## src/core/fpss_pkg.sv

```systemverilog
/*
 Package for the flash protect, security and swap controller: register
 offsets, field positions, reset values, key, timing and command carriers.
 Assumes a 32-bit classic Wishbone register bus with byte addresses.
*/
package fpss_pkg;

   // ------------------------------------------------------------
   // Register offsets (byte addresses)
   // ------------------------------------------------------------
   localparam logic [11:0] FPSS_OFF_SECLOCK  = 12'h010;
   localparam logic [11:0] FPSS_OFF_PROT_LO  = 12'h020;
   localparam logic [11:0] FPSS_OFF_PROT_HI  = 12'h030;
   localparam logic [11:0] FPSS_OFF_ABSTAT   = 12'h100;
   localparam logic [11:0] FPSS_OFF_SWAP     = 12'h104;
   localparam logic [11:0] FPSS_OFF_AREA     = 12'h140;
   localparam logic [11:0] FPSS_OFF_OPCTL    = 12'h148;
   localparam logic [11:0] FPSS_OFF_ABCLR    = 12'h14C;
   localparam logic [11:0] FPSS_OFF_WCLKDIV  = 12'h150;
   localparam logic [11:0] FPSS_OFF_PROGCNT  = 12'h154;
   localparam logic [11:0] FPSS_OFF_ERASECNT = 12'h158;
   localparam logic [11:0] FPSS_OFF_CMD      = 12'h200;
   localparam logic [11:0] FPSS_OFF_DONE     = 12'h204;

   // ------------------------------------------------------------
   // Field positions and values
   // ------------------------------------------------------------
   localparam int          FPSS_BLK_LO_POS   = 17;
   localparam int          FPSS_PAGE_POS     = 8;
   localparam int          FPSS_BLK_HI_POS   = 16;
   localparam int          FPSS_SWSIZE_POS   = 8;
   localparam int          FPSS_FLAG_POS     = 2;
   localparam int          FPSS_ABORTED_POS  = 24;
   localparam logic [31:0] FPSS_UNLOCK_KEY   = 32'hA74A9D23;
   localparam logic [2:0]  FPSS_ABORT_CODE   = 3'h7;
   localparam logic [2:0]  FPSS_AREA_SEL     = 3'h7;
   localparam logic [1:0]  FPSS_SWP_ACTIVE   = 2'h1;
   localparam logic [1:0]  FPSS_SWP_IDLE     = 2'h0;
   localparam logic [2:0]  FPSS_SIZE_MAX     = 3'h4;

   // ------------------------------------------------------------
   // Reset values
   // ------------------------------------------------------------
   localparam logic        FPSS_RST_SECURE   = 1'b1;
   localparam logic [3:0]  FPSS_RST_ERASECNT = 4'h6;

   // ------------------------------------------------------------
   // Timing: key window in clocks
   // ------------------------------------------------------------
   localparam logic [4:0]  FPSS_KEY_WINDOW   = 5'h10;

   // ------------------------------------------------------------
   // Commands issued through the command register
   // ------------------------------------------------------------
   localparam logic [3:0]  FPSS_CMD_PROT_PROG  = 4'h1;
   localparam logic [3:0]  FPSS_CMD_PROT_ERASE = 4'h2;
   localparam logic [3:0]  FPSS_CMD_PROGRAM    = 4'h3;
   localparam logic [3:0]  FPSS_CMD_BLK_ERASE  = 4'h4;
   localparam logic [3:0]  FPSS_CMD_PAGE_ERASE = 4'h5;
   localparam logic [3:0]  FPSS_CMD_CHIP_ERASE = 4'h6;
   localparam logic [3:0]  FPSS_CMD_SWAP       = 4'h7;

   typedef struct packed {
      logic [3:0] opcode;
      logic [4:0] block;
      logic [2:0] page;
      logic [1:0] swap_bits;
      logic [2:0] swap_size;
      logic [5:0] flags;
   } fpss_cmd_s;

   typedef enum logic [1:0] {
      FPSS_IDLE = 2'b01,
      FPSS_BUSY = 2'b10
   } fpss_state_e;

endpackage

```

## src/core/fpss_top.sv

```systemverilog
/*
 Flash protect, security and swap controller with its register map.
 Assumes a classic Wishbone master on the system clock, and a flash
 engine that reports the end or failure of each automatic operation.
*/
`timescale 1ns/10ps
`default_nettype none
module fpss_top
   import fpss_pkg::*;
(
   input  wire logic        clk_i,
   input  wire logic        rst_i,
   input  wire logic        cold_rst_i,
   input  wire logic        stop_wake_i,
   input  wire logic        cyc_i,
   input  wire logic        stb_i,
   input  wire logic        we_i,
   input  wire logic [11:0] adr_i,
   input  wire logic [3:0]  sel_i,
   input  wire logic [31:0] dat_i,
   output logic      [31:0] dat_o,
   output logic             ack_o,
   input  wire logic        op_done_i,
   input  wire logic        op_fail_i,
   output logic             op_start_o,
   output var fpss_cmd_s    op_cmd_o,
   output logic             debug_enable_o,
   output logic             swap_active_o,
   output logic [2:0]       swap_size_o
);

   // ------------------------------------------------------------
   // Bus decode
   // ------------------------------------------------------------
   logic        req;
   logic        wr;
   logic        full_word;
   logic [31:0] next_dat;

   assign req       = cyc_i && stb_i && !ack_o;
   assign wr        = req && we_i;
   assign full_word = (sel_i == 4'hF);

   // ------------------------------------------------------------
   // State
   // ------------------------------------------------------------
   logic        secure_enable;
   logic [7:0]  page_guard;
   logic [31:1] block_guard;
   logic        key_armed;
   logic [4:0]  key_count;
   fpss_state_e state;
   logic        failed;
   logic        auto_op_idle;
   logic        aborted;
   logic [1:0]  swap_phase;
   logic [2:0]  swap_size;
   logic [5:0]  swap_flags;
   logic [2:0]  area0;
   logic [2:0]  area1;
   logic [2:0]  auto_op_cancel;
   logic [2:0]  abort_clear;
   logic [4:0]  wclk_div;
   logic [1:0]  prog_cnt;
   logic [3:0]  erase_cnt;
   fpss_cmd_s   cmd_hold;
   logic        cmd_go;

   // ------------------------------------------------------------
   // Protection evaluation
   // ------------------------------------------------------------
   logic all_guarded;
   logic secured;
   logic [7:0]  eff_page;
   logic [31:1] eff_block;
   fpss_cmd_s   wcmd;
   logic        cmd_write;
   logic        target_guarded;
   logic        is_cancel;

   assign all_guarded = (&page_guard) && (&block_guard);
   assign secured     = secure_enable && all_guarded;
   assign eff_page    = secure_enable ? page_guard : 8'h00;
   assign eff_block   = secure_enable ? block_guard : 31'h0;
   assign cmd_write   = wr && (adr_i == FPSS_OFF_CMD);
   assign is_cancel   = wr && (adr_i == FPSS_OFF_OPCTL) && (dat_i[2:0] == FPSS_ABORT_CODE);

   // ------------------------------------------------------------
   // Command word unpacking
   // ------------------------------------------------------------
   // Bit 6 of the command word is a spare, so fields are picked one by one
   // instead of a cast, which keeps the flags at the bottom of the word
   always_comb begin
      wcmd           = '0;
      wcmd.opcode    = dat_i[23:20];
      wcmd.block     = dat_i[19:15];
      wcmd.page      = dat_i[14:12];
      wcmd.swap_bits = dat_i[11:10];
      wcmd.swap_size = dat_i[9:7];
      wcmd.flags     = dat_i[5:0];
   end

   // Page guard applies only inside block 0, except for chip erase, which any guard bit refuses
   function automatic logic guarded(input fpss_cmd_s c, input logic [7:0] pg,
                                    input logic [31:1] bk);
      logic g;
      g = 1'b0;
      if (c.block == 5'h00) begin
         g = pg[c.page];
      end else begin
         g = bk[c.block];
      end
      if (c.opcode == FPSS_CMD_CHIP_ERASE) begin
         g = (|pg) || (|bk);
      end
      return g;
   endfunction

   assign target_guarded = guarded(wcmd, eff_page, eff_block);

   // Command acceptance: idle, area selected, not secured (except protect erase)
   logic area_ok;
   logic accept;
   logic refuse_guard;
   assign area_ok      = (area0 == FPSS_AREA_SEL) || (area1 == FPSS_AREA_SEL);
   assign refuse_guard = target_guarded && (wcmd.opcode != FPSS_CMD_PROT_PROG)
                         && (wcmd.opcode != FPSS_CMD_PROT_ERASE)
                         && (wcmd.opcode != FPSS_CMD_SWAP);
   always_comb begin
      accept = cmd_write && area_ok && (state == FPSS_IDLE) && !refuse_guard;
      // Protect erase stays open while secured: it is the only command that leads out
      if (secured && wcmd.opcode != FPSS_CMD_PROT_ERASE) begin
         accept = 1'b0;
      end
   end

   // ------------------------------------------------------------
   // Security lock with keyed unlock
   // ------------------------------------------------------------
   always_ff @(posedge clk_i) begin
      // Narrow writes never arm or fire the key, so a byte store cannot
      // half-update the lock; a late data write is simply dropped
      if (rst_i || cold_rst_i || stop_wake_i) begin
         secure_enable <= FPSS_RST_SECURE;
         key_armed     <= 1'b0;
         key_count     <= 5'h00;
      end else if (wr && adr_i == FPSS_OFF_SECLOCK && full_word) begin
         if (key_armed) begin
            secure_enable <= dat_i[0];
            key_armed     <= 1'b0;
         end else if (dat_i == FPSS_UNLOCK_KEY) begin
            key_armed <= 1'b1;
            key_count <= 5'h00;
         end
      end else if (key_armed) begin
         if (key_count == FPSS_KEY_WINDOW - 5'h01) begin
            key_armed <= 1'b0;
         end
         key_count <= key_count + 5'h01;
      end
   end

   // ------------------------------------------------------------
   // Automatic operation sequencer
   // ------------------------------------------------------------
   always_ff @(posedge clk_i) begin
      if (rst_i) begin
         state    <= FPSS_IDLE;
         failed   <= 1'b0;
         cmd_go   <= 1'b0;
         cmd_hold <= '0;
      end else begin
         cmd_go <= 1'b0;
         unique case (state)
            FPSS_IDLE: begin
               if (accept) begin
                  state    <= FPSS_BUSY;
                  cmd_go   <= 1'b1;
                  cmd_hold <= wcmd;
                  if (secured) begin
                     cmd_hold.opcode <= FPSS_CMD_CHIP_ERASE;
                  end
               end
            end
            FPSS_BUSY: begin
               if (is_cancel) begin
                  state  <= FPSS_IDLE;
                  failed <= 1'b0;
               end else if (op_fail_i) begin
                  failed <= 1'b1;
               end else if (op_done_i && !failed) begin
                  state <= FPSS_IDLE;
               end
            end
         endcase
      end
   end

   assign auto_op_idle = (state == FPSS_IDLE);

   // ------------------------------------------------------------
   // Guard bits, updated when the engine finishes
   // ------------------------------------------------------------
   logic finish;
   // A failure or an abort in the done cycle must leave the guards alone
   assign finish = (state == FPSS_BUSY) && op_done_i && !failed && !op_fail_i && !is_cancel;

   always_ff @(posedge clk_i) begin
      if (rst_i) begin
         page_guard  <= 8'h00;
         block_guard <= 31'h0;
      end else if (finish) begin
         if (cmd_hold.opcode == FPSS_CMD_PROT_PROG) begin
            if (cmd_hold.block == 5'h00) begin
               page_guard[cmd_hold.page] <= 1'b1;
            end else begin
               block_guard[cmd_hold.block] <= 1'b1;
            end
         end else if (cmd_hold.opcode == FPSS_CMD_PROT_ERASE
                      || cmd_hold.opcode == FPSS_CMD_CHIP_ERASE) begin
            page_guard  <= 8'h00;
            block_guard <= 31'h0;
         end
      end
   end

   // ------------------------------------------------------------
   // Swap state, changed by the swap command and cleared by a protect erase run while not secured (secured, it runs as chip erase)
   // ------------------------------------------------------------
   always_ff @(posedge clk_i) begin
      if (rst_i) begin
         swap_phase <= FPSS_SWP_IDLE;
         swap_size  <= 3'h0;
         swap_flags <= 6'h00;
      end else if (finish) begin
         if (cmd_hold.opcode == FPSS_CMD_SWAP) begin
            // Release wins when both bits are asked, avoiding the code 10
            if (cmd_hold.swap_bits[1]) begin
               swap_phase <= 2'h3;
            end else if (cmd_hold.swap_bits[0]) begin
               swap_phase <= FPSS_SWP_ACTIVE;
            end
            // Prohibited size codes keep the previous size
            if (cmd_hold.swap_size <= FPSS_SIZE_MAX) begin
               swap_size <= cmd_hold.swap_size;
            end
            swap_flags <= cmd_hold.flags;
         end else if (cmd_hold.opcode == FPSS_CMD_PROT_ERASE) begin
            swap_phase <= FPSS_SWP_IDLE;
            swap_size  <= 3'h0;
            swap_flags <= 6'h00;
         end
      end
   end

   // ------------------------------------------------------------
   // Plain control registers and abort status
   // ------------------------------------------------------------
   always_ff @(posedge clk_i) begin
      if (rst_i) begin
         area0          <= 3'h0;
         area1          <= 3'h0;
         auto_op_cancel <= 3'h0;
         abort_clear    <= 3'h0;
         wclk_div       <= 5'h00;
         prog_cnt       <= 2'h0;
         erase_cnt      <= FPSS_RST_ERASECNT;
      end else if (wr) begin
         unique case (adr_i)
            FPSS_OFF_AREA: begin
               area0 <= dat_i[2:0];
               area1 <= dat_i[6:4];
            end
            FPSS_OFF_OPCTL:    auto_op_cancel <= dat_i[2:0];
            FPSS_OFF_ABCLR:    abort_clear    <= dat_i[2:0];
            FPSS_OFF_WCLKDIV:  wclk_div       <= dat_i[4:0];
            FPSS_OFF_PROGCNT:  prog_cnt       <= dat_i[1:0];
            FPSS_OFF_ERASECNT: erase_cnt      <= dat_i[3:0];
            default: ;
         endcase
      end
   end

   // Set wins over a clear in the same cycle
   always_ff @(posedge clk_i) begin
      if (rst_i) begin
         aborted <= 1'b0;
      end else if (is_cancel && state == FPSS_BUSY) begin
         aborted <= 1'b1;
      end else if (wr && adr_i == FPSS_OFF_ABCLR && dat_i[2:0] == FPSS_ABORT_CODE) begin
         aborted <= 1'b0;
      end
   end

   // ------------------------------------------------------------
   // Read mux and acknowledge
   // ------------------------------------------------------------
   always_comb begin
      next_dat = 32'h0;
      unique case (adr_i)
         FPSS_OFF_SECLOCK:  next_dat[0] = secure_enable;
         FPSS_OFF_PROT_LO: begin
            next_dat[31:FPSS_BLK_LO_POS]  = block_guard[15:1];
            next_dat[15:FPSS_PAGE_POS]    = page_guard;
            next_dat[0]                   = auto_op_idle;
         end
         FPSS_OFF_PROT_HI: begin
            next_dat[31:FPSS_BLK_HI_POS] = block_guard[31:16];
            // Constant one: the high word has no ready flag of its own
            next_dat[0]                  = 1'b1;
         end
         FPSS_OFF_ABSTAT:   next_dat[FPSS_ABORTED_POS] = aborted;
         FPSS_OFF_SWAP: begin
            next_dat[10:FPSS_SWSIZE_POS] = swap_size;
            next_dat[7:FPSS_FLAG_POS]    = swap_flags;
            next_dat[1:0]                = swap_phase;
         end
         FPSS_OFF_AREA:     next_dat[6:0] = {area1, 1'b0, area0};
         FPSS_OFF_OPCTL:    next_dat[2:0] = auto_op_cancel;
         FPSS_OFF_ABCLR:    next_dat[2:0] = abort_clear;
         FPSS_OFF_WCLKDIV:  next_dat[4:0] = wclk_div;
         FPSS_OFF_PROGCNT:  next_dat[1:0] = prog_cnt;
         FPSS_OFF_ERASECNT: next_dat[3:0] = erase_cnt;
         default:           next_dat = 32'h0;
      endcase
   end

   always_ff @(posedge clk_i) begin
      if (rst_i) begin
         ack_o <= 1'b0;
         dat_o <= 32'h0;
      end else begin
         // One wait state: the write lands at the request edge, ack follows
         ack_o <= req;
         if (req && !we_i) begin
            dat_o <= next_dat;
         end
      end
   end

   // ------------------------------------------------------------
   // Outputs
   // ------------------------------------------------------------
   assign op_start_o     = cmd_go;
   assign op_cmd_o       = cmd_hold;
   assign debug_enable_o = !secured;
   assign swap_active_o  = (swap_phase == FPSS_SWP_ACTIVE);
   assign swap_size_o    = swap_size;

endmodule
`default_nettype wire

```

## config.mk

```make
export PLATFORM = sky130hd
export DESIGN_NAME = fpss_top
export DESIGN_NICKNAME = d
export VERILOG_FILES = /design/src/core/fpss_pkg.sv /design/src/core/fpss_top.sv
export SDC_FILE = /design/constraint.sdc
export NUM_CORES = 1
export LEC_CHECK = 0
export BUFFER_PORTS_ARGS = -buffer_cell sky130_fd_sc_hd__buf_4
export CORE_ASPECT_RATIO = 1.75
export CORE_MARGIN = 2
export CORE_UTILIZATION = 30
export DETAILED_ROUTE_END_ITERATION = 10
export GPL_ROUTABILITY_DRIVEN = 0
export SLEW_MARGIN = 20
export SYNTH_ARGS = -nofsm -noshare
export SYNTH_HDL_FRONTEND = slang
export SYNTH_SLANG_ARGS = --single-unit
```

## constraint.sdc

```tcl
create_clock -name clk_i -period 3.49 [get_ports clk_i]
set_input_delay 0.1745 -clock clk_i [delete_from_list [all_inputs] [get_ports clk_i]]
set_output_delay 0.1745 -clock clk_i [all_outputs]
set_load 0.02 [all_outputs]
```

== Word-level counts from Yosys, hierarchy flattened ==
Index checks and enable logic that the tools add are counted.

* Output and inout bits: 62
* Bits in registers: 141
* Input bits: 57
* Logic and storage cells: 205

* $lt $le $gt $ge: 7
* Bitwise gates (word level): 3
* Reductions and logical operators: 69
* Equality and inequality tests: 37
* Add/sub/neg operators: 1
* Mux-type cells: 61

{| class="wikitable"
|+ Operators by type and width
! cell !! count
|-
| $mux 31 || 4
|-
| $eq 12x9->1 const B || 8
|-
| $eq 32x32->1 const B || 1
|-
| $mux 8 || 4
|-
| $or 31x31->31 || 1
|-
| $reduce_and 31->1 || 1
|-
| $reduce_or 31->1 || 1
|-
| $logic_and 1x1->1 || 28
|-
| $pmux 7 s2 || 2
|-
| $mux 5 || 5
|-
| $eq 12x6->1 const B || 2
|-
| $reduce_and 2->1 || 10
|-
| $mux 1 || 19
|-
| $reduce_and 3->1 || 6
|-
| $mux 2 || 8
|-
| $eq 12x10->1 const B || 1
|-
| $eq 12x5->1 const B || 1
|-
| $eq 4x3->1 const B || 3
|-
| $lt 5x6->1 const B || 2
|-
| $mux 6 || 2
|-
| $reduce_bool 2->1 || 6
|-
| $logic_not 5->1 || 2
|-
| $pmux 1 s10 || 1
|-
| $eq 3x3->1 const B || 3
|-
| other kinds (35) || 57
|}

== Longest topological paths before layout ==
Gate-level depths: netlist of run 1.

* Depth after elaboration: 13
* Depth in mapped cells: 10
* Gate-level depth less buffers: 7

== Worst setup path before layout of run 1 ==
OpenSTA, ideal clock, no wires.

* Path kind: input to register
* Start point: input port adr_i[3]
* End point: register key_count[4]
* Setup time: 0.115 ns
* Stages: 8
* Buffers on the path: 2
* Slack: 0.702 ns
* Data arrival time: 2.673 ns
* Cell sequence: buf_6 > or4_1 > buf_2 > or4_4 > or4_4 > or4_4 > a31oi_1 > nor2_1

* Word-level cells in the longest chain between the ends: 5
* Elaborated cells on any way between the ends: 7

{| class="wikitable"
|+ RTL lines
! element !! RTL line !! text
|-
| start: declaration || fpss_top.sv:18 || <nowiki>input wire logic [11:0] adr_i,</nowiki>
|-
| $eq 12x5->1 * || fpss_top.sv:147 || <nowiki>end else if (wr && adr_i == FPSS_OFF_SECLOCK && full_word) begin</nowiki>
|-
| $logic_and 1x1->1 * (2 in a row) || fpss_top.sv:147 ||
|-
| $ne 2x2->1 (no line) or $reduce_bool 2->1 (tied branches) || n/a ||
|-
| $reduce_and 3->1 (no line) || n/a ||
|-
| end signal: assignment || fpss_top.sv:159 || <nowiki>key_count <= key_count + 5'h01;</nowiki>
|-
| end: declaration || fpss_top.sv:51 || <nowiki>logic [4:0] key_count;</nowiki>
|}

Mark *: on every way between the ends. The rest lies on a longest branch, timed or not.
A chain may end at the register's enable or synchronous reset.

== Worst setup path in the final report of run 1 ==
* Start point: register block_guard[2] (netlist name)
* End point: register cmd_hold (netlist bit op_cmd_o[11])

* Word-level cells in the longest chain between the ends: 12
* Elaborated cells on any way between the ends: 18

{| class="wikitable"
|+ RTL lines
! element !! RTL line !! text
|-
| start: declaration || fpss_top.sv:49 || <nowiki>logic [31:1] block_guard;</nowiki>
|-
| start signal: assignment || fpss_top.sv:211 || <nowiki>block_guard <= 31'h0;</nowiki>
|-
| start signal: indexed assignment || fpss_top.sv:217 || <nowiki>block_guard[cmd_hold.block] <= 1'b1;</nowiki>
|-
| start signal: assignment || fpss_top.sv:222 || <nowiki>block_guard <= 31'h0;</nowiki>
|-
| $mux 31 || fpss_top.sv:84 || <nowiki>assign eff_block = secure_enable ? block_guard : 31'h0;</nowiki>
|-
| $bmux 1 s5 || fpss_top.sv:111 || <nowiki>g = bk[c.block];</nowiki>
|-
| $mux 1 (implied by the code) || fpss_top.sv:111 ||
|-
| $mux 1 || fpss_top.sv:108 || <nowiki>if (c.block == 5'h00) begin</nowiki>
|-
| $mux 1 || fpss_top.sv:113 || <nowiki>if (c.opcode == FPSS_CMD_CHIP_ERASE) begin</nowiki>
|-
| $logic_and 1x1->1 || fpss_top.sv:126 || <nowiki>assign refuse_guard = target_guarded && (wcmd.opcode != FPSS_CMD_PROT_PROG)</nowiki>
|-
| $logic_and 1x1->1 || fpss_top.sv:127 || <nowiki>&& (wcmd.opcode != FPSS_CMD_PROT_ERASE)</nowiki>
|-
| $logic_and 1x1->1 || fpss_top.sv:128 || <nowiki>&& (wcmd.opcode != FPSS_CMD_SWAP);</nowiki>
|-
| $logic_not 1->1 || fpss_top.sv:130 || <nowiki>accept = cmd_write && area_ok && (state == FPSS_IDLE) && !refuse_guard;</nowiki>
|-
| $logic_and 1x1->1 || fpss_top.sv:130 ||
|-
| $mux 1 * || fpss_top.sv:132 || <nowiki>if (secured && wcmd.opcode != FPSS_CMD_PROT_ERASE) begin</nowiki>
|-
| $reduce_and 2->1 (no line) * || n/a ||
|-
| end signal: assignment || fpss_top.sv:179 || <nowiki>cmd_hold <= wcmd;</nowiki>
|-
| end: declaration || fpss_top.sv:66 || <nowiki>fpss_cmd_s cmd_hold;</nowiki>
|}

Mark *: on every way between the ends. The rest lies on a longest branch, timed or not. The select of a mux whose other input is x is not followed.

==> results of run 1 <==
synth_stat cells, types with 3 or more instances:
library cell,number,area [um2]
dfxtp_1,141,2823
nor2_1,105,394.1
a21oi_1,74,370.4
nand2_1,51,191.4
clkbuf_1,38,142.6
nand3_1,34,170.2
mux2i_1,27,270.3
a22o_1,23,201.4
nor3_1,23,115.1
o21ai_0,22,110.1
nand4_1,20,125.1
mux2_2,18,202.7
nor4_1,14,87.58
nor2b_1,12,75.07
a22oi_1,11,82.58
nor3b_1,10,75.07
a221oi_1,7,61.31
a31oi_1,7,43.79
inv_1,7,26.28
mux4_2,7,157.7
nor4b_1,6,52.55
or3_1,6,37.54
a211oi_1,4,30.03
and3_1,4,25.02
nand2b_1,4,25.02
nor4bb_1,4,40.04
or2_2,4,25.02
and2_1,3,18.77
and3b_1,3,26.28
or4_1,3,22.52
or4_4,3,33.78
critical path, delay by kind of cell, from the launching register on:
kind             cells  cell delay [ns]
AO/OA/AOI/OAI        2             1.07
AND/OR/NAND/NOR      4             1.30
flip-flops           1             0.44
sequential cells by signal, indices dropped and copies added, names as in the netlist, 2 cells and up:
signal          cells
page_guard          8
op_cmd_o           23
block_guard        31
abort_clear         3
dat_o              32
area1               3
key_count           5
swap_flags          6
swap_size_o         3
swap_phase          2
area0               3
wclk_div            5
erase_cnt           4
prog_cnt            2
state               2
auto_op_cancel      3
power groups by stage:
| stage | Combinational (W) | Sequential [W] | Clock, W |
|---|---|---|---|
| 6_report | 0.000226 | 0.00162 | 0.00179 |
| 5_1_grt | 0.000242 | 0.00162 | 0.00188 |
| 4_1_cts | 0.000226 | 0.00162 | 0.00181 |
| 3_5_place_dp | 0.000218 | 0.00166 | 0 |
| 3_3_place_gp | 0.000216 | 0.00166 | 0 |
| 2_1_floorplan | 0.0000974 | 0.00167 | 0 |
kinds of logic after synthesis:
group,share of synthesized area (%)
xor+xnor,0.4134
buf+inv,3.031
fa+ha+maj,0.3936
simple gates,25.05
mux,9.919
flops,44.40
compound gates,16.79
metal layers:
layer | global-route usage (%) | share of wire [%] | wire length (um) | up-vias
met5 | 0 | 0 | 0 | -
met4 | 10.43 | 4.5 | 1015 | 0
met3 | 3.875 | 4.7 | 1065 | 54
met2 | 37.68 | 54 | 12240 | 235
met1 | 21.24 | 37 | 8310 | 2947
li1 | - | - | - | 2928
per-stage QoR:
step | hold slack, ns | util [%] | worst slack (ns)
2_1_floorplan | 0.3002 | - | 0.7021
3_3_place_gp | 0.4015 | 35.93 | 0.5715
3_5_place_dp | 0.4037 | 35.93 | 0.5464
4_1_cts | 0.01710 | 39.23 | 0.7248
5_1_grt | 0.01583 | 39.23 | 0.4686
6_report | 0.02625 | 39.23 | 0.6114
layout make-up:
cell class	count	area, um2	share of cell area, %
repair buffers	140	1076	13.16
clock buffers	19	452.9	5.539
well taps	252	315.3	3.856
inverters	7	26.28	0.3213
flip-flops and latches	141	2823	34.52
clock inverters	13	133.9	1.637
multi-input cells	540	3349	40.96
worst min path at each step:
stage,startpoint,to,slack (ns),cells past startpoint
2_1_floorplan,dat_i[11],op_cmd_o[10],0.30,1
3_3_place_gp,dat_i[10],op_cmd_o[9],0.40,2
3_5_place_dp,dat_i[10],op_cmd_o[9],0.40,2
4_1_cts,dat_i[13],op_cmd_o[12],0.02,2
5_1_grt,dat_i[13],op_cmd_o[12],0.02,2
6_report,dat_i[13],op_cmd_o[12],0.03,2
what timing repair did:
item | 4_1_cts | 5_1_grt
endpoints found under the hold margin | 10 | 0
resized for setup | 0 | 0
hold buffers | 10 | 0
endpoints found under the setup margin | 0 | 0
setup buffers | 0 | 0
==> flow_metrics.py, run 1 <==
metrics = {
    "critical_path": {
        "cp.required_ns": 3.86,
        "slowest_delay_ns": 0.81,
        "cp-end-kind": "register",
        "critPathCapture": "op_cmd_o[11]",
        "critPathMaxFanout": 23,
        "r2r-start": "block_guard[2]",
        "path_cells": "nand4_1 > nor4_1 > nand3_1 > nor2_1 > o31a_1 > a22o_1",
        "r2r-end": "op_cmd_o[11]",
        "slowest_stage": "o31a_1",
        "start_kind": "register",
        "cp.arrival_ns": 3.25,
        "worstSetupPathType": "reg2reg",
        "setup.worst_path.start": "block_guard[2]",
        "ff2ff_path_depth": 6,
        "rrSetupSlack_ns": 0.61,
    },
    "drt": {
        "vias_per_cell": 5.543,
        "first_pass_iters": 7,
        "drtIter0Drc": 366,
        "wl_per_cell_um": 20.35,
        "via_count": 6164,
        "wirelength_um": 22630,
        "remaining_drc_errors": 0,
        "ant_nets": 0,
    },
    "pwr": {
        "p_sw_share_pct": 24.58,
        "power_frac_comb_pct": 6.2,
        "p_clk_share_pct": 49.2,
        "cellLeakagePower_nw": 3.213,
        "power_switching_w": 0.0008943,
        "powerDensity_mw_per_mm2": 445.0,
        "ir_worst_vdd_mv": 0.3320,
        "seqPwrFrac_pct": 44.6,
        "internal_power_w": 0.002744,
        "p_total_w": 0.003638,
    },
    "die": {
        "io_pins": 119,
        "start_util_pct": 30.50,
        "die_w_um": 114.0,
        "die-area_mm2": 0.02242,
        "die_y_um": 196.6,
        "core_mm2": 0.02085,
        "floorplan.rows": 70,
    },
    "timing": {
        "rsz0062_at_grt": "false",
        "hold_violations": 0,
        "finalCritPeriodShare_pct": 82.48,
        "skew_ns": 0.009246,
        "maxSlewViolCount": 0,
        "finalCriticalPeriod_ns": 2.879,
        "max_clock_freq_ghz": 0.3474,
        "setup_violations": 0,
        "maxSlewHeadroom_pct": 33.54,
        "tightest_slew_ns": 0.9968,
        "tns_ns": 0,
    },
    "logic_synthesis": {
        "async_flop_share_pct": 0,
        "synth_edf_count": 0,
        "synth_top_flop_cell": "dfxtp_1",
        "synth_area_mm2": 0.006357,
        "yosys_warnings": 0,
        "syn_avg_cell_area_um2": 8.709,
        "synth_nets": 789,
        "synthCells": 730,
        "synth_seq_area_share_pct": 44.40,
        "yosysUniqueCellTypes": 55,
        "synth-seq-cells": 141,
    },
    "place": {
        "io_buffers": 118,
        "place_hpwl_um": 16740,
        "dp.cells": 1070,
        "dpl-instance-area_mm2": 0.007490,
    },
    "global_route": {
        "grt_pass1_wl_um": 34420,
        "antenna_found_initial": 0,
        "gr-total-overflow": 0,
        "grt_max_degree": 72,
        "grt_util_all_layers_pct": 20.28,
        "grt_pass1_vias": 6047,
    },
    "clock_network": {
        "clock-sinks": 141,
        "htreeDepth": 4,
        "cts_made_buffers": 17,
        "clk_pin_slew_ns": 0.07,
        "cts_max_path_buffers": 2,
        "clock-root-buffer": "clkbuf_16",
        "insertion_delay_ns": 0.43,
        "cts_tree": "yes",
    },
    "flow_run": {
        "cap_violations": 0,
    },
    "cells_and_area": {
        "fin_nets": 906,
        "final_cell_count_no_fill": 1112,
        "layout_common_cells": "141 x dfxtp_1, 130 x buf_4, 104 x nor2_1",
        "fillers": 2136,
        "drive_gt1_share_pct": 22.91,
        "layout_commonest_cell": "dfxtp_1",
        "area_growth_pct": 28.62,
        "insertedDiodeCount": 0,
        "design_area_mm2": 0.008177,
    },
    "run_status": {
        "status": "finished, final reports clean",
    },
    "worst_hold_path": {
        "hp-class": "in2reg",
    },
}
Note: power is estimated with default switching activity, not from simulation.
==> run 2: changes to the inputs <==
==> constraint.sdc (replaced) <==
create_clock -name clk_i -period 2.6 [get_ports clk_i]
set_input_delay 0.13 -clock clk_i [delete_from_list [all_inputs] [get_ports clk_i]]
set_output_delay 0.13 -clock clk_i [all_outputs]
set_load 0.02 [all_outputs]
==> run 2 against run 1 <==
Fmax grew 20%. Register-to-register slack lost 0.40 ns. Worst setup slack lost 0.40 ns. Total power grew 38%. Die area is the same. Sequential share of layout area shrank 1.2 points. Clock power grew 41%. Highest routed layer unchanged. Final cell count grew 2.8%. Design area grew 3.7%.
==> flow_metrics.py, run 2 (synthesis gave the netlist of run 1 again) <==
metrics = {
    "die": {
        "die-area_mm2": 0.02242,
        "start_util_pct": 30.50,
        "floorplan.rows": 70,
        "die_w_um": 114.0,
        "core_mm2": 0.02085,
        "io_pins": 119,
        "die_y_um": 196.6,
    },
    "timing": {
        "max_clock_freq_ghz": 0.4185,
        "skew_ns": 0.01211,
        "hold_violations": 0,
        "tns_ns": 0,
        "finalCriticalPeriod_ns": 2.389,
        "rsz0062_at_grt": "false",
        "finalCritPeriodShare_pct": 91.90,
        "setup_violations": 0,
        "timing.final.ws_setup_ns": 0.2106,
        "maxSlewViolCount": 0,
        "maxSlewHeadroom_pct": 51.49,
        "tightest_slew_ns": 0.7210,
    },
    "worst_hold_path": {
        "hp-class": "in2reg",
    },
    "global_route": {
        "grt_max_degree": 44,
        "gr-total-overflow": 0,
        "grt_pass1_vias": 6217,
        "grt_util_all_layers_pct": 20.64,
        "antenna_found_initial": 0,
        "grt_pass1_wl_um": 35000,
    },
    "cells_and_area": {
        "largest_register_ffs": 32,
        "area_growth_pct": 33.32,
        "layout_commonest_cell": "buf_4",
        "regMostFlops": "dat_o",
        "design_area_mm2": 0.008476,
        "insertedDiodeCount": 0,
        "drive_gt1_share_pct": 25.25,
        "layout_common_cells": "156 x buf_4, 141 x dfxtp_1, 104 x nor2_1",
        "fin_nets": 938,
        "fillers": 2147,
    },
    "drt": {
        "remaining_drc_errors": 0,
        "wl_per_cell_um": 20.16,
        "via_count": 6255,
        "first_pass_iters": 5,
        "wirelength_um": 23040,
        "vias_per_cell": 5.472,
        "drtIter0Drc": 489,
        "ant_nets": 0,
    },
    "place": {
        "dpl-instance-area_mm2": 0.007725,
        "io_buffers": 118,
        "place_ws_ns": -0.08157,
        "place_hpwl_um": 17550,
    },
    "critical_path": {
        "start_kind": "register",
        "r2r-start": "block_guard[15]",
        "cp_top_family": "compound AO/OA/AOI/OAI gates",
        "setup.worst_path.start": "block_guard[15]",
        "path_cells": "mux4_2 > mux2i_1 > o21ai_0 > o211ai_1 > a31oi_1 > o31a_1 > buf_12 > a22o_1",
        "worstSetupPathType": "reg2reg",
        "path_buf_inv": 1,
        "crit_cells": 8,
        "critPathMaxFanout": 23,
        "cp-end-kind": "register",
        "rrSetupSlack_ns": 0.21,
        "ff2ff_path_depth": 8,
        "cp.required_ns": 2.91,
        "cp.arrival_ns": 2.70,
        "slowest_stage": "mux4_2",
        "r2r-end": "op_cmd_o[6]",
        "slowest_delay_ns": 0.47,
        "critPathCapture": "op_cmd_o[6]",
    },
    "clock_network": {
        "clock-sinks": 141,
        "insertion_delay_ns": 0.43,
        "htreeDepth": 4,
        "clock-root-buffer": "clkbuf_16",
        "cts_max_path_buffers": 2,
        "cts_made_buffers": 17,
        "clk_pin_slew_ns": 0.06,
        "cts_tree": "yes",
    },
    "pwr": {
        "powerDensity_mw_per_mm2": 592.2,
        "ir_worst_vdd_mv": 0.4157,
        "cellLeakagePower_nw": 3.388,
        "p_total_w": 0.005019,
    },
    "flow_run": {
        "cap_violations": 0,
    },
    "run_status": {
        "status": "finished, final reports clean",
    },
}
[run 2: worst reg2reg max path, cell delays in order (launching register included)]
cell	delay [ns]
dfxtp_1	0.36
mux4_2	0.47
mux2i_1	0.24
o21ai_0	0.12
o211ai_1	0.14
a31oi_1	0.19
o31a_1	0.36
buf_12	0.17
a22o_1	0.23
[run 2: per-stage QoR]
stage	instances	util, %	hold WS (ns)
floorplan	730	-	0.2557
global placement	1098	37.06	0.3546
detailed placement	1098	37.06	0.3580
CTS	1143	40.64	0.006007
global route	1143	40.66	0.007607
finish	1143	40.66	0.004554
[run 2: routing by layer]
layer,share of wire (%),vias up,track usage (%)
li1,-,2992,-
met2,55,218,39.13
met5,0,-,0
met3,4.4,69,3.044
met4,5.1,0,12.15
met1,36,2976,20.87
[run 2: how the worst min path moves through the flow]
stage                         end  slack [ns]  cells past startpoint        start
finish              secure_enable       0.005                      3  stop_wake_i
floorplan            op_cmd_o[10]        0.26                      1    dat_i[11]
global route          op_cmd_o[2]       0.008                      2     dat_i[2]
global placement      op_cmd_o[9]        0.35                      2    dat_i[10]
CTS                 secure_enable       0.006                      3  stop_wake_i
detailed placement    op_cmd_o[9]        0.36                      2    dat_i[10]
[run 2: area by class of cell]
class	instances	area [um2]	area share (%)
multi-input combinational	540	3354	39.58
sequential	141	2823	33.30
timing repair buffer	172	1351	15.94
clock buffer	18	439.2	5.182
tap	252	315.3	3.720
clock inverter	13	166.4	1.963
inverter	7	26.28	0.3100
[run 2: what timing repair did]
action / in CTS / in global routing
hold buffers: 14 / 0
endpoints found under the hold margin: 18 / 0
endpoints found under the setup margin: 0 / 2
setup buffers: 0 / 0
resized for setup: 0 / 1
[run 2: where the power goes]
group | total (W) | internal [W] | switching (W) | leakage (nW)
combinational | 0.000322 | 0.000141 | 0.000181 | 1.96
sequential | 0.00218 | 0.00217 | 0.00000646 | 1.14
clock | 0.00252 | 0.00153 | 0.000984 | 0.289
==> run 3: changes to the inputs <==
--- a/config.mk
+++ b/config.mk
@@ -8,9 +8,10 @@
 export BUFFER_PORTS_ARGS = -buffer_cell sky130_fd_sc_hd__buf_4
 export CORE_ASPECT_RATIO = 1.75
 export CORE_MARGIN = 2
-export CORE_UTILIZATION = 30
+export CORE_UTILIZATION = 50
 export DETAILED_ROUTE_END_ITERATION = 10
 export GPL_ROUTABILITY_DRIVEN = 0
+export PLACE_DENSITY = 0.76
 export SLEW_MARGIN = 20
 export SYNTH_ARGS = -nofsm -noshare
 export SYNTH_HDL_FRONTEND = slang
==> run 3 against run 2 <==
Clock skew down 0.0019 ns. Worst setup slack lost 0.047 ns. Clock-buffer cell count grew 3. Fmax is 1.9% lower. Largest cell class unchanged. Non-clock buffer count fell by 12. Hold slack improved by 0.0076 ns. Wire length decreased by 9.1%. Design area decreased by 2.4%. Highest routed layer unchanged.
==> flow_metrics.py, run 3 (synthesis gave the netlist of run 1 again) <==
metrics = {
    "critical_path": {
        "cp.required_ns": 2.91,
        "setup.worst_path.start": "dat_i[12]",
        "path_cells": "dlygate4sd3_1 > buf_4 > mux4_2 > nor2_1 > a311oi_1 > o211ai_1 > a31oi_1 > o31a_1 > buf_12 > a22o_1",
        "worstSetupPathType": "in2reg",
        "slowest_stage": "dlygate4sd3_1",
        "cp.arrival_ns": 2.75,
        "cp-end-kind": "register",
        "r2r-start": "ack_o",
        "slowest_delay_ns": 0.53,
        "critPathMaxFanout": 23,
        "start_kind": "primary input",
    },
    "clock_network": {
        "cts_made_buffers": 17,
        "insertion_delay_ns": 0.42,
        "post_cts_buffers": 0,
        "cts_max_path_buffers": 2,
        "htreeDepth": 4,
        "clk_pin_slew_ns": 0.06,
        "clock-sinks": 141,
        "cts_tree": "yes",
        "clock-root-buffer": "clkbuf_16",
    },
    "timing": {
        "maxSlewViolCount": 0,
        "setup_violations": 0,
        "finalCritPeriodShare_pct": 93.72,
        "tns_ns": 0,
        "finalCriticalPeriod_ns": 2.437,
        "maxSlewHeadroom_pct": 54.86,
        "hold_violations": 0,
        "rsz0062_at_grt": "false",
        "skew_ns": 0.01018,
        "max_clock_freq_ghz": 0.4104,
        "tightest_slew_ns": 0.6601,
    },
    "drt": {
        "wirelength_um": 20950,
        "remaining_drc_errors": 0,
        "via_count": 6467,
        "ant_nets": 0,
        "wl_per_cell_um": 19.99,
        "first_pass_iters": 5,
        "drtIter0Drc": 453,
        "vias_per_cell": 6.171,
    },
    "pwr": {
        "ir_worst_vdd_mv": 0.5330,
        "cellLeakagePower_nw": 3.320,
        "powerDensity_mw_per_mm2": 590.4,
        "p_total_w": 0.004883,
    },
    "cells_and_area": {
        "layout_commonest_cell": "buf_4",
        "largest_register_ffs": 32,
        "fin_nets": 926,
        "area_growth_pct": 30.11,
        "drive_gt1_share_pct": 24.20,
        "final_cell_count_no_fill": 1048,
        "layout_common_cells": "144 x buf_4, 141 x dfxtp_1, 103 x nor2_1",
        "fillers": 1059,
        "final_core_util_pct": 66.54,
        "insertedDiodeCount": 0,
        "design_area_mm2": 0.008272,
        "regMostFlops": "dat_o",
    },
    "place": {
        "dpl-instance-area_mm2": 0.007550,
        "place_hpwl_um": 15590,
        "dp.cells": 1003,
        "io_buffers": 118,
    },
    "flow_run": {
        "cap_violations": 0,
    },
    "global_route": {
        "grt_pass1_wl_um": 32340,
        "gr-total-overflow": 0,
        "antenna_found_initial": 0,
        "grt_util_all_layers_pct": 30.71,
        "grt_pass1_vias": 6375,
        "grt_max_degree": 51,
    },
    "die": {
        "die_w_um": 89.24,
        "io_pins": 119,
        "floorplan.rows": 54,
        "core_mm2": 0.01243,
        "die_y_um": 153.2,
        "die-area_mm2": 0.01367,
        "start_util_pct": 51.14,
    },
    "run_status": {
        "status": "finished, final reports clean",
    },
    "worst_hold_path": {
        "min_from": "cold_rst_i",
        "hp-class": "in2reg",
    },
}
## run 3: final cells by class
| cell class | count | area, um2 | share of cell area (%) |
|---|---|---|---|
| multi-input combinational | 540 | 3358 | 40.60 |
| timing repair buffer | 160 | 1271 | 15.37 |
| clock inverter | 11 | 132.6 | 1.603 |
| sequential | 141 | 2823 | 34.12 |
| inverter | 7 | 26.28 | 0.3177 |
| tap | 168 | 210.2 | 2.541 |
| clock buffer | 21 | 450.4 | 5.445 |
## run 3: routing by layer
layer  global-route usage [%]  part of all wire (%)  up-vias
met5                        0                     0        -
met4                    20.97                   7.8        0
met3                    6.263                   6.5      110
met2                    52.91                    52      363
met1                    32.03                    33     3029
li1                         -                     -     2965
## run 3: worst paths after layout
path / cells past startpoint / slack [ns] / to
max: 10 / 0.16 / op_cmd_o[5]
min: 3 / 0.01 / secure_enable
max reg2reg: 9 / 0.18 / block_guard[13]
min reg2reg: 2 / 0.45 / dat_o[29]
## run 3: report_power, final
| part | internal [W] | total (W) | switching, W | leakage [nW] |
|---|---|---|---|---|
| logic | 0.000136 | 0.000314 | 0.000177 | 1.90 |
| clock network | 0.00145 | 0.00239 | 0.000941 | 0.279 |
| registers | 0.00217 | 0.00218 | 0.00000737 | 1.14 |
## run 3: per-stage QoR
stage	hold slack (ns)	setup WS, ns
floorplan	0.2557	0.008511
global placement	0.3521	-0.0002445
detailed placement	0.3593	-0.05126
CTS	0.007796	0.08632
global route	0.01288	0.04350
finish	0.01211	0.1633
## run 3: repair_timing
action / CTS / global route
gates resized for setup: 0 / 2
endpoints found under the setup margin: 0 / 8
endpoints found under the hold margin: 14 / 0
hold buffers: 13 / 0
## run 3: critical path: cells and delay by family
| family | cells | cell delay [ns] |
|---|---|---|
| AO/OA/AOI/OAI | 5 | 1.13 |
| AND/OR/NAND/NOR | 1 | 0.11 |
| multiplexers | 1 | 0.50 |
| buffers and inverters | 3 | 0.85 |
